===== config.mk =====
export PLATFORM = sky130hd
export DESIGN_NAME = trl_top
export DESIGN_NICKNAME = d
export VERILOG_FILES = /design/src/hw/trl_pkg.sv /design/src/hw/trl_mode_if.sv /design/src/hw/trl_outputs.sv /design/src/hw/trl_top.sv
export SDC_FILE = /design/constraint.sdc
export NUM_CORES = 1
export LEC_CHECK = 0
export BUFFER_PORTS_ARGS = -buffer_cell sky130_fd_sc_hd__buf_2
export CORE_ASPECT_RATIO = 2
export CORE_MARGIN = 2
export CORE_UTILIZATION = 45
export CTS_CLUSTER_SIZE = 8
export DETAILED_ROUTE_END_ITERATION = 10
export PLACE_DENSITY = 0.8
export SLEW_MARGIN = 5
export SYNTH_ARGS = -nofsm -noshare
export SYNTH_HDL_FRONTEND = slang
export SYNTH_SLANG_ARGS = --single-unit

===== constraint.sdc =====
create_clock -name clk_i -period 2.04 [get_ports clk_i]
set_input_delay 0.408 -clock clk_i [delete_from_list [all_inputs] [get_ports clk_i]]
set_output_delay 0.408 -clock clk_i [all_outputs]
set_load 0.01 [all_outputs]

===== src/hw/trl_pkg.sv =====
// Notes on behaviour
// - Power-on clear forces the first program as the active one.
// - After standby and clear both low, both high selects the first program.
// - Program lock ignores local direct, prefix, up and down program keys.
// - Remote up, down and recall still change program under lock.
// - Fine-tuning enable is driven high only when linear fine tuning runs.
// - Search sweep drives fine-tuning enable low.
// - Search digital fine-tuning interval leaves fine-tuning enable floating.
// - Program select: enable high with linear tuning on, floating when off.
// - Mute high or floating means muting on; driven low means muting off.
// - Fully automatic search drives mute high.
// - Other modes with muting on float mute; muting off drives it low.
// - Standby low inhibits functions, holds program, floats both outputs.
package trl_pkg;

    // ------------------------------------------------------------------
    // Program numbers and local key codes
    // ------------------------------------------------------------------
    localparam int           PROG_W     = 5;
    localparam logic [4:0]   FIRST_PROG = 5'h01;
    localparam logic [4:0]   PROG_MAX   = 5'h1D;
    localparam logic [4:0]   TENS_BASE  = 5'h0A;
    localparam logic [4:0]   TWEN_BASE  = 5'h14;
    localparam logic [3:0]   KEY_DIRMAX = 4'hB;
    localparam logic [3:0]   KEY_DIGMAX = 4'h9;
    localparam logic [3:0]   KEY_PRE10  = 4'hC;
    localparam logic [3:0]   KEY_PRE20  = 4'hD;
    localparam logic [3:0]   KEY_UP     = 4'hE;
    localparam logic [3:0]   KEY_DN     = 4'hF;

    // ------------------------------------------------------------------
    // Pin vector positions (all synchronised)
    // ------------------------------------------------------------------
    localparam int PIN_N    = 7;
    localparam int PIN_AC   = 0;
    localparam int PIN_STBY = 1;
    localparam int PIN_KEY  = 2;
    localparam int PIN_LOCK = 3;
    localparam int PIN_RINC = 4;
    localparam int PIN_RDEC = 5;
    localparam int PIN_RREC = 6;

    // ------------------------------------------------------------------
    // Register map
    // ------------------------------------------------------------------
    localparam logic [7:0] ADR_CTRL      = 8'h00;
    localparam logic [7:0] ADR_STAT      = 8'h04;
    localparam int         CTRL_LIN_BIT  = 0;
    localparam int         CTRL_MUTE_BIT = 1;
    localparam logic [1:0] CTRL_RST      = 2'h2;
    localparam int         STAT_LOCK_BIT = 8;
    localparam int         STAT_STBY_BIT = 9;

    typedef enum logic [2:0] {
        PFX_IDLE = 3'b001,
        PFX_TENS = 3'b010,
        PFX_TWEN = 3'b100
    } trl_pfx_t;

endpackage : trl_pkg


===== src/hw/trl_mode_if.sv =====
`timescale 1ns/1ns
`default_nettype none
interface trl_mode_if;
    logic standby;
    logic sweep;
    logic dft;
    logic full_auto;
    logic lin_ft_on;
    logic mute_on;
    modport src (output standby, sweep, dft, full_auto, lin_ft_on, mute_on);
    modport enc (input  standby, sweep, dft, full_auto, lin_ft_on, mute_on);
endinterface : trl_mode_if
`default_nettype wire


===== src/hw/trl_outputs.sv =====
`timescale 1ns/1ns
`default_nettype none
module trl_outputs
    import trl_pkg::*;
(
    input  wire logic   clk_i,
    input  wire logic   rst_i,
    trl_mode_if.enc     mode,
    output logic        ft_o,
    output logic        ft_oe_o,
    output logic        mute_o,
    output logic        mute_oe_o
);

    typedef struct packed {
        logic ft;
        logic ft_oe;
        logic mute;
        logic mute_oe;
    } trl_out_st_t;

    trl_out_st_t q, d;

    // ------------------------------------------------------------------
    // Three-state encoding
    // ------------------------------------------------------------------
    always_comb begin
        d = '0;
        if (!mode.standby) begin
            if (mode.sweep) begin
                d.ft_oe = 1'b1;
            end else if (mode.dft) begin
                d.ft_oe = 1'b0;
            end else if (mode.lin_ft_on) begin
                d.ft    = 1'b1;
                d.ft_oe = 1'b1;
            end
            if (mode.full_auto) begin
                d.mute    = 1'b1;
                d.mute_oe = 1'b1;
            end else if (!mode.mute_on) begin
                d.mute_oe = 1'b1;
            end
        end
    end

    always_ff @(posedge clk_i) begin
        if (rst_i) begin
            q <= '0;
        end else begin
            q <= d;
        end
    end

    assign ft_o      = q.ft;
    assign ft_oe_o   = q.ft_oe;
    assign mute_o    = q.mute;
    assign mute_oe_o = q.mute_oe;

    // ------------------------------------------------------------------
    // Checks
    // ------------------------------------------------------------------
    a_sweep_drives_low: assert property (@(posedge clk_i) disable iff (rst_i)
        (!mode.standby && mode.sweep) |=> (ft_oe_o && !ft_o))
        else $error("sweep did not drive fine tuning low");
    a_dft_floats: assert property (@(posedge clk_i) disable iff (rst_i)
        (!mode.standby && !mode.sweep && mode.dft) |=> !ft_oe_o)
        else $error("digital fine tuning did not float output");
    a_ft_high_cause: assert property (@(posedge clk_i) disable iff (rst_i)
        (ft_oe_o && ft_o) |-> $past(mode.lin_ft_on && !mode.sweep
                                    && !mode.dft && !mode.standby))
        else $error("fine tuning high without linear tuning");
    a_select_lin: assert property (@(posedge clk_i) disable iff (rst_i)
        (!mode.standby && !mode.sweep && !mode.dft)
        |=> (ft_oe_o == $past(mode.lin_ft_on)) && (ft_o == ft_oe_o))
        else $error("program select fine tuning level wrong");
    a_auto_mute_high: assert property (@(posedge clk_i) disable iff (rst_i)
        (!mode.standby && mode.full_auto) |=> (mute_oe_o && mute_o))
        else $error("full auto search did not drive mute high");
    a_mute_off_low: assert property (@(posedge clk_i) disable iff (rst_i)
        (!mode.standby && !mode.full_auto) |=>
        (mute_oe_o == !$past(mode.mute_on)) && !mute_o)
        else $error("mute level wrong outside full auto search");
    a_standby_float: assert property (@(posedge clk_i) disable iff (rst_i)
        mode.standby |=> (!ft_oe_o && !mute_oe_o))
        else $error("outputs driven in standby");
    c_sweep: cover property (@(posedge clk_i) disable iff (rst_i)
        mode.sweep ##1 mode.dft ##1 !mode.sweep && !mode.dft);
    c_auto: cover property (@(posedge clk_i) disable iff (rst_i)
        mode.full_auto ##1 !mode.full_auto && !mode.mute_on);

endmodule : trl_outputs
`default_nettype wire


===== src/hw/trl_top.sv =====
// Local design decisions: the Wishbone interface to the registers and the placing of the registers.
`timescale 1ns/1ns
`default_nettype none
module trl_top
    import trl_pkg::*;
(
    input  wire logic        clk_i,
    input  wire logic        rst_i,
    // Wishbone classic slave
    input  wire logic        cyc_i,
    input  wire logic        stb_i,
    input  wire logic        we_i,
    input  wire logic [7:0]  adr_i,
    input  wire logic [3:0]  sel_i,
    input  wire logic [31:0] dat_i,
    output logic [31:0]      dat_o,
    output logic             ack_o,
    // Device pins
    input  wire logic        power_on_clear_n_i,
    input  wire logic        standby_n_i,
    input  wire logic        local_key_i,
    input  wire logic [3:0]  local_key_code_i,
    input  wire logic        program_lock_key_i,
    input  wire logic        program_increment_n_i,
    input  wire logic        program_decrement_n_i,
    input  wire logic        program_recall_n_i,
    // Mode sequencer, same clock
    input  wire logic        search_sweep_i,
    input  wire logic        search_dft_i,
    input  wire logic        full_auto_i,
    // Program and three-state outputs
    output logic [4:0]       program_o,
    output logic             program_lock_o,
    output logic             fine_tuning_enable_out_o,
    output logic             fine_tuning_enable_out_oe_o,
    output logic             mute_o,
    output logic             mute_oe_o
);

    typedef struct packed {
        logic [PIN_N-1:0] s1;
        logic [PIN_N-1:0] s2;
        logic [PIN_N-1:0] s3;
        logic [3:0]       code1;
        logic [3:0]       code2;
        logic [4:0]       prog;
        logic [4:0]       last_prog;
        logic             lock;
        trl_pfx_t         pfx;
        logic             both_low;
        logic [1:0]       ctrl;
        logic             ack;
        logic [31:0]      dat;
    } trl_top_st_t;

    localparam trl_top_st_t RST_ST = '{
        s1: '0, s2: '0, s3: '0, code1: 4'h0, code2: 4'h0,
        prog: FIRST_PROG, last_prog: FIRST_PROG, lock: 1'b0,
        pfx: PFX_IDLE, both_low: 1'b0, ctrl: CTRL_RST,
        ack: 1'b0, dat: 32'h0000_0000};

    trl_top_st_t      q, d;
    logic [PIN_N-1:0] pins;
    logic             clear_lo;
    logic             stby_lo;
    logic             key_ev;
    logic             lock_ev;
    logic             rinc_ev;
    logic             rdec_ev;
    logic             rrec_ev;
    logic             req;

    // ------------------------------------------------------------------
    // Helpers
    // ------------------------------------------------------------------
    function automatic logic [4:0] prog_step(input logic [4:0] p,
                                             input logic       up);
        logic [4:0] r;
        r = p;
        if (up) begin
            r = (p >= PROG_MAX) ? 5'h00 : 5'(p + 5'h01);
        end else begin
            r = (p == 5'h00) ? PROG_MAX : 5'(p - 5'h01);
        end
        return r;
    endfunction : prog_step

    function automatic logic falls(input logic now, input logic prev);
        return prev & ~now;
    endfunction : falls

    // ------------------------------------------------------------------
    // Pin capture
    // ------------------------------------------------------------------
    always_comb begin
        pins           = '0;
        pins[PIN_AC]   = power_on_clear_n_i;
        pins[PIN_STBY] = standby_n_i;
        pins[PIN_KEY]  = local_key_i;
        pins[PIN_LOCK] = program_lock_key_i;
        pins[PIN_RINC] = program_increment_n_i;
        pins[PIN_RDEC] = program_decrement_n_i;
        pins[PIN_RREC] = program_recall_n_i;
    end

    assign clear_lo = ~q.s2[PIN_AC];
    assign stby_lo  = ~q.s2[PIN_STBY];
    assign key_ev   = falls(q.s3[PIN_KEY], q.s2[PIN_KEY]);
    assign lock_ev  = falls(q.s3[PIN_LOCK], q.s2[PIN_LOCK]);
    assign rinc_ev  = falls(q.s2[PIN_RINC], q.s3[PIN_RINC]);
    assign rdec_ev  = falls(q.s2[PIN_RDEC], q.s3[PIN_RDEC]);
    assign rrec_ev  = falls(q.s2[PIN_RREC], q.s3[PIN_RREC]);
    assign req      = cyc_i & stb_i & ~q.ack;

    // ------------------------------------------------------------------
    // Next state
    // ------------------------------------------------------------------
    always_comb begin
        d       = q;
        d.s1    = pins;
        d.s2    = q.s1;
        d.s3    = q.s2;
        d.code1 = local_key_code_i;
        d.code2 = q.code1;

        if (clear_lo && stby_lo) begin
            d.both_low = 1'b1;
        end

        if (clear_lo) begin
            d.prog      = FIRST_PROG;
            d.last_prog = FIRST_PROG;
            d.pfx       = PFX_IDLE;
            d.lock      = 1'b0;
            d.ctrl      = CTRL_RST;
        end else if (stby_lo) begin
            d.pfx = PFX_IDLE;
        end else if (q.both_low) begin
            d.both_low  = 1'b0;
            d.prog      = FIRST_PROG;
            d.last_prog = FIRST_PROG;
        end else begin
            if (lock_ev) begin
                d.lock = ~q.lock;
            end
            if (rinc_ev || rdec_ev) begin
                d.last_prog = q.prog;
                d.prog      = prog_step(q.prog, rinc_ev);
                d.pfx       = PFX_IDLE;
            end else if (rrec_ev) begin
                d.last_prog = q.prog;
                d.prog      = q.last_prog;
                d.pfx       = PFX_IDLE;
            end else if (key_ev && !q.lock) begin
                case (q.code2)
                    KEY_PRE10: begin
                        d.pfx = PFX_TENS;
                    end
                    KEY_PRE20: begin
                        d.pfx = PFX_TWEN;
                    end
                    KEY_UP, KEY_DN: begin
                        d.last_prog = q.prog;
                        d.prog      = prog_step(q.prog, q.code2 == KEY_UP);
                        d.pfx       = PFX_IDLE;
                    end
                    default: begin
                        d.last_prog = q.prog;
                        d.pfx       = PFX_IDLE;
                        d.prog      = {1'b0, q.code2};
                        if (q.code2 <= KEY_DIGMAX) begin
                            case (q.pfx)
                                PFX_TENS: d.prog = 5'(TENS_BASE + q.code2);
                                PFX_TWEN: d.prog = 5'(TWEN_BASE + q.code2);
                                default:  d.prog = {1'b0, q.code2};
                            endcase
                        end
                    end
                endcase
            end
        end

        // Register slave: answer one cycle after the request is seen
        d.ack = req;
        if (req) begin
            d.dat = 32'h0000_0000;
            case (adr_i)
                ADR_CTRL: d.dat[1:0] = q.ctrl;
                ADR_STAT: begin
                    d.dat[PROG_W-1:0]    = q.prog;
                    d.dat[STAT_LOCK_BIT] = q.lock;
                    d.dat[STAT_STBY_BIT] = stby_lo;
                end
                default: d.dat = 32'h0000_0000;
            endcase
        end
        if (cyc_i && stb_i && q.ack && we_i && sel_i[0] && !clear_lo
            && adr_i == ADR_CTRL) begin
            d.ctrl = dat_i[1:0];
        end
    end

    always_ff @(posedge clk_i) begin
        if (rst_i) begin
            q <= RST_ST;
        end else begin
            q <= d;
        end
    end

    assign dat_o          = q.dat;
    assign ack_o          = q.ack;
    assign program_o      = q.prog;
    assign program_lock_o = q.lock;

    // ------------------------------------------------------------------
    // Output encoder
    // ------------------------------------------------------------------
    trl_mode_if mode_if ();

    assign mode_if.standby   = stby_lo;
    assign mode_if.sweep     = search_sweep_i;
    assign mode_if.dft       = search_dft_i;
    assign mode_if.full_auto = full_auto_i;
    assign mode_if.lin_ft_on = q.ctrl[CTRL_LIN_BIT];
    assign mode_if.mute_on   = q.ctrl[CTRL_MUTE_BIT];

    trl_outputs u_outputs (
        .clk_i     (clk_i),
        .rst_i     (rst_i),
        .mode      (mode_if.enc),
        .ft_o      (fine_tuning_enable_out_o),
        .ft_oe_o   (fine_tuning_enable_out_oe_o),
        .mute_o    (mute_o),
        .mute_oe_o (mute_oe_o)
    );

    // ------------------------------------------------------------------
    // Checks
    // ------------------------------------------------------------------
    a_clear_first: assert property (@(posedge clk_i) disable iff (rst_i)
        clear_lo |=> (program_o == FIRST_PROG && !program_lock_o))
        else $error("clear did not select first program");
    a_wake_first: assert property (@(posedge clk_i) disable iff (rst_i)
        (q.both_low && !clear_lo && !stby_lo) |=> program_o == FIRST_PROG)
        else $error("wake from standby and clear skipped first program");
    a_clear_synced: assert property (@(posedge clk_i) disable iff (rst_i)
        $fell(power_on_clear_n_i) ##1 power_on_clear_n_i == 1'b0
        |-> !clear_lo ##1 clear_lo)
        else $error("clear pin not passed through two flip-flops");
    a_lock_blocks: assert property (@(posedge clk_i) disable iff (rst_i)
        (q.lock && key_ev && !clear_lo && !stby_lo && !q.both_low
         && !rinc_ev && !rdec_ev && !rrec_ev && !lock_ev)
        |=> $stable(program_o) && q.pfx == $past(q.pfx))
        else $error("local key changed program under lock");
    a_remote_steps: assert property (@(posedge clk_i) disable iff (rst_i)
        (rinc_ev && !rdec_ev && !clear_lo && !stby_lo && !q.both_low)
        |=> program_o == prog_step($past(program_o), 1'b1))
        else $error("remote increment did not step program");
    a_standby_holds: assert property (@(posedge clk_i) disable iff (rst_i)
        (stby_lo && !clear_lo) |=> $stable(program_o))
        else $error("program changed in standby");
    c_lock_remote: cover property (@(posedge clk_i) disable iff (rst_i)
        q.lock && rrec_ev);
    c_prefix: cover property (@(posedge clk_i) disable iff (rst_i)
        q.pfx == PFX_TWEN ##1 q.pfx == PFX_IDLE);
    c_wake: cover property (@(posedge clk_i) disable iff (rst_i)
        q.both_low ##1 !q.both_low);

endmodule : trl_top
`default_nettype wire


After elaboration in Yosys (flattened, before gate mapping)
Index checks and enable logic that the tools add are counted.
{ "classes": {"n_reduce_logical": 23, "bitwise": 17, "muxes": 30, "n_addsub": 4, "eq_ne": 9, "magnitude_cmp": 2} }
{ "op_table": {"columns": ["op", "n"], "rows": [
  ["$mux 10", 4],
  ["$mux 5", 5],
  ["$pmux 10 s2", 1],
  ["$eq 4x4->1 const B", 4],
  ["$mux 3", 4],
  ["$not 1->1", 10],
  ["$pmux 5 s2", 1],
  ["$mux 1", 9],
  ["$eq 8x3->1 const B", 1],
  ["$logic_and 1x1->1", 8],
  ["$logic_not 8->1", 1],
  ["$mux 2", 4],
  ["$reduce_or 2->1", 4],
  ["$and 1x1->1", 7],
  ["$pmux 3 s2", 1],
  ["$reduce_and 3->1", 2],
  ["$add 4x4->5 const A", 1],
  ["$add 5x1->5 const B", 1],
  ["$add 5x4->5 const A", 1],
  ["$ge 5x5->1 const B", 1],
  ["$logic_not 5->1", 1],
  ["$sub 5x1->5 const B", 1],
  ["$le 4x4->1 const B", 1],
  ["$ne 4x1->1 const B", 1],
  ["11 further kinds", 11]
]} }
{ "totals": {"word_cells": 102, "in_bits": 63, "output_inout_bits": 43, "register_bits": 58} }

Logic depth before layout (Yosys ltp)
{ "depth": {"ltp_word": 8, "ltp_mapped": 8, "depth_no_buf": 8} }

Hierarchy
Synthesis repeated with hierarchy kept, for this count alone.
{ "hier_totals": {"hier_cells": 331, "hier_area_um2": 2917.8} }
{ "by_module_without_submodules": {"columns": ["mod", "area_per_inst_um2", "cells_per_inst", "n_inst", "seq_area_each_um2"], "rows": [
  ["trl_top", 2781.4, 320, 1, 1041.0],
  ["trl_outputs", 136.4, 11, 1, 80.1]
]} }

Worst setup path before layout
OpenSTA, ideal clock, no wires.
{ "synth_path": {"kind": "flip-flop to flip-flop", "start": "register q (netlist bit program_o[0])", "end": "register q (netlist bit program_o[1])", "path_stages_with_launch": 9, "period_less_slack_ns": 2.050, "t_required_ns": 1.914, "setup_ns": 0.126, "path_slack_ns": -0.010, "path_buffers": 0, "arrival_ns": 1.925, "path_cell_list": "dfxtp_1 -> inv_1 -> ha_1 -> or3b_1 -> nor2_1 -> nor2_1 -> a221o_1 -> a221oi_1 -> o31ai_1"} }
{ "synth_via": {"elab_chain_len": 8, "word_cells_on_any_way": 13, "cone_classes": "add/sub: 2; order compare: 1; mux: 9; reduce/logical: 1"} }
{ "synth_rtl": {"columns": ["element", "line", "text"], "rows": [
  ["start: declaration", "trl_top.sv:62", "trl_top_st_t q, d;"],
  ["start signal: assignment", "trl_top.sv:205", "q <= RST_ST;"],
  ["start signal: assignment", "trl_top.sv:207", "q <= d;"],
  ["$sub 5x1->5, or another cell as far along", "trl_top.sv:83", "r = (p == 5'h00) ? PROG_MAX : 5'(p - 5'h01);"],
  ["$mux 5 (on tied branches)", "trl_top.sv:83, trl_top.sv:81", null],
  ["$mux 5", "trl_top.sv:80", "if (up) begin"],
  ["$pmux 10 s2", "trl_top.sv:155", "case (q.code2)"],
  ["$mux 10", "trl_top.sv:154", "end else if (key_ev && !q.lock) begin"],
  ["$mux 10", "trl_top.sv:150", "end else if (rrec_ev) begin"],
  ["$mux 10 *", "trl_top.sv:146", "if (rinc_ev || rdec_ev) begin"],
  ["$mux 10 *", "trl_top.sv:138", "end else if (q.both_low) begin"]
]} }
Every way passes the cells marked *; elsewhere a longest branch is shown, timed or not. The select of a mux whose other input is x is not followed.
A chain may end at the register's enable or synchronous reset.

Final worst setup path
{ "layout_path": {"start": "register q (netlist bit program_o[0])", "end": "register q (netlist bit program_o[4])"} }
Same word-level chain as after synthesis.

==> impl_metrics.csv <==
group,metric,value,unit
clock_tree,cts_sinks,56,
setup_path,crit_fanout,3,
power,p_clk_share,39.4,%
clock_tree,cts_tree,"done",
floorplan,die_h,117,um
drt,firstDrtPassIters,4,
sta,setup_viol,0,
logic_synthesis,yosys_register_bits,56,
global_route,grt_overflow,0,
logic_synthesis,synth_top_area_cell,"dfxtp_1",
logic_synthesis,ys_top_cells_by_area,"dfxtp_1 (39%), buf_4 (9.7%), nor2b_1 (7.0%), nor2_1 (4.7%), a22oi_1 (3.1%)",
sta,period_minus_slack,1.95,ns
sta,setup_tns,0,ns
sta,clock_skew,0.00737,ns
cells_and_area,syn2layout_area_growth,15.9,%
power,comb_power_share,7.7,%
drt,wl_per_cell,13.4,um
global_route,grt_pass1_wl,9760,um
global_route,grt_pass1_vias,2242,
logic_synthesis,synth_area,2870,um^2
logic_synthesis,syn_avg_cell_area,8.71,um^2
global_route,grt_usage,18.2,%
logic_synthesis,synth_cell_types,63,
cells_and_area,drive_gt1_share,25.9,%
clock_tree,h-tree-depth,2,
drt,drc,0,
cells_and_area,n_antenna_cell,0,
logic_synthesis,synth_edf_count,0,
clock_tree,clkSlewWorstSetupHoldPaths,0.07,ns
drt,via_per_inst,5.31,
sta,worst_hold_slack,0.296,ns
drt,num_vias,2483,
sta,period_share,95.5,%
floorplan,io_pins,106,
setup_path,cp-start-kind,"register",
sta,maxSlewViolCount,0,
floorplan,core_area,6260,um^2
power,p_int,1.65,mW
logic_synthesis,synth_simple_gate_area_share,23.7,%
logic_synthesis,synthMostInstantiatedCell,"dfxtp_1",
logic_synthesis,syn_inst,330,
logic_synthesis,yosysSeqAreaShare,39.0,%
sta,hold_viol_final,0,
logic_synthesis,synth_top_family_by_area,"simple AND/OR/NAND/NOR gates",
drt,drt-total-wl,6290,um
logic_synthesis,ys.flop_type,"dfxtp_1",
floorplan,start_util,45.9,%
power,power.density,644,nW/um^2
clock_tree,root_buffer,"clkbuf_16",
sta,grt_setup_unrepaired,"false",
setup_path,cp.required,2.22,ns
logic_synthesis,ys_warn_count,0,
clock_tree,clkLatencyLatePin,0.29,ns
setup_path,cp-end-kind,"register",
cells_and_area,nNetsFinal,451,
logic_synthesis,async_flop_share,0,%
logic_synthesis,synth_top_area_share,39.0,%
hold_path,hold_class,"in2reg",
status,status,"finished clean",
clock_tree,cts-buffers-inserted,5,
drt,drtIter0Drc,74,
power,p_sw_share,23.2,%
setup_path,worstSetupPathType,"reg2reg",
setup_path,worstPathArrival,2.12,ns
job,max_cap_violations,0,
drt,ant_nets,0,
power,peakVddDrop,0.000661,V
placed_design,place.gp.congestion,0.883,
clock_tree,hold_buffers,0,
global_route,grt_start_max_net_pins,29,
logic_synthesis,yosys-top-cells-count,"dfxtp_1 (56), buf_4 (37), nor2_1 (36), nor2b_1 (32), nand2_1 (17)",
floorplan,die_area,7080,um^2
power,p_switching,0.498,mW
placed_design,io_buffers,47,
power,p_seq_share,52.9,%
global_route,antenna_found_initial,0,
logic_synthesis,synth_compound_area_share,18.2,%
sta,fmax,513,MHz
logic_synthesis,synth_xor_area_share,0.609,%
floorplan,die_w,60.5,um
placed_design,place_hpwl,4830,um
clock_tree,clock_path_buffers,2,
logic_synthesis,synth_mux_area_share,2.22,%
power,cellLeakagePower,1.37,nW
floorplan,rows,41,
logic_synthesis,synthAdderAreaFrac,3.05,%
what timing repair did:
item / CTS / global route
endpoints found under the setup margin: 0 / 3
gates resized for setup: 0 / 9
hold endpoints to repair: 0 / 0
buffers inserted: 0 / 0
final timing paths:
check | start | end | slack, ns | depth (start not counted)
worst min register to register | d[66] | d[59] | 0.44 | 1
worst max register to register | program_o[0] | program_o[4] | 0.09 | 8
worst max-delay path | program_o[0] | program_o[4] | 0.09 | 8
worst min-delay path | search_dft_i | u_outputs.ft_o | 0.30 | 2
metrics by stage:
step	instances	setup slack [ns]	utilization [%]	cell area, um^2	power [mW]
floorplan	354	0.00790	-	2970	1.30
global placement	460	0.0865	50.4	3150	1.32
detailed placement	460	0.0280	50.4	3150	1.32
CTS	468	0.0146	52.7	3300	2.17
global route	468	0.0113	53.2	3330	2.24
finish	468	0.0924	53.2	3330	2.15
cell families after synthesis:
group                    after synthesis
multiplexers                           6
other                                  1
AO/OA/AOI/OAI                         71
flip-flops                            56
buffers and inverters                 61
adder cells (fa/ha/maj)                7
XOR/XNOR                               2
AND/OR/NAND/NOR                      126
cell usage in the layout (no fill, tap or decap), types with 3 or more instances in the layout:
cell type,instances
nand2b_1,10
nor4b_1,3
mux2i_1,3
buf_2,47
clkbuf_16,5
buf_4,25
inv_1,9
a211oi_1,5
nand3_1,8
ha_1,5
o21ai_0,6
nor2_1,35
nor2b_1,32
o211ai_1,3
dfxtp_1,55
o21ai_1,3
nand2_1,17
a21oi_1,10
mux2_2,3
conb_1,25
a22oi_1,12
a31oi_1,4
cell type report:
class / instances / area, um^2
Fill cell: 604 / 2930
Multi-Input combinational cell: 237 / 1500
Sequential cell: 56 / 1120
Timing Repair Buffer: 72 / 423
Clock buffer: 6 / 129
Tap cell: 86 / 108
Inverter: 9 / 33.8
Clock inverter: 2 / 16.3
flip-flops by register name, summed over array words and instances, names as in the netlist:
register,cells
dat_o,7
q,18
u_outputs.ft_oe_o,1
program_o,5
u_outputs.mute_oe_o,1
d,18
program_lock_o,1
mode_if.lin_ft_on,1
ack_o,1
u_outputs.ft_o,1
u_outputs.mute_o,1
mode_if.mute_on,1
critical path, cell delays in order, from the launching register on:
cell	delay [ns]
dfxtp_1	0.32
inv_1	0.08
ha_1	0.17
or3b_4	0.41
or2_0	0.24
o21ai_1	0.09
a221oi_1	0.09
a2111oi_0	0.32
o21ai_1	0.12
per-layer routing:
layer / part of all wire, % / up-vias / track usage [%]
li1: - / 1197 / -
met1: 32 / 1158 / 17.1
met2: 56 / 91 / 32.5
met3: 4.4 / 37 / 3.19
met4: 6.7 / 0 / 15.2
met5: 0 / - / 0
power by group through the flow:
stage / combinational (mW) / clock, mW / sequential [mW]
final: 0.166 / 0.844 / 1.13
after global routing: 0.184 / 0.913 / 1.14
after CTS: 0.163 / 0.872 / 1.13
after detailed placement: 0.163 / 0 / 1.16
after global placement: 0.158 / 0 / 1.16
after floorplan: 0.143 / 0 / 1.15
Note: power is estimated with default switching activity, not from simulation.
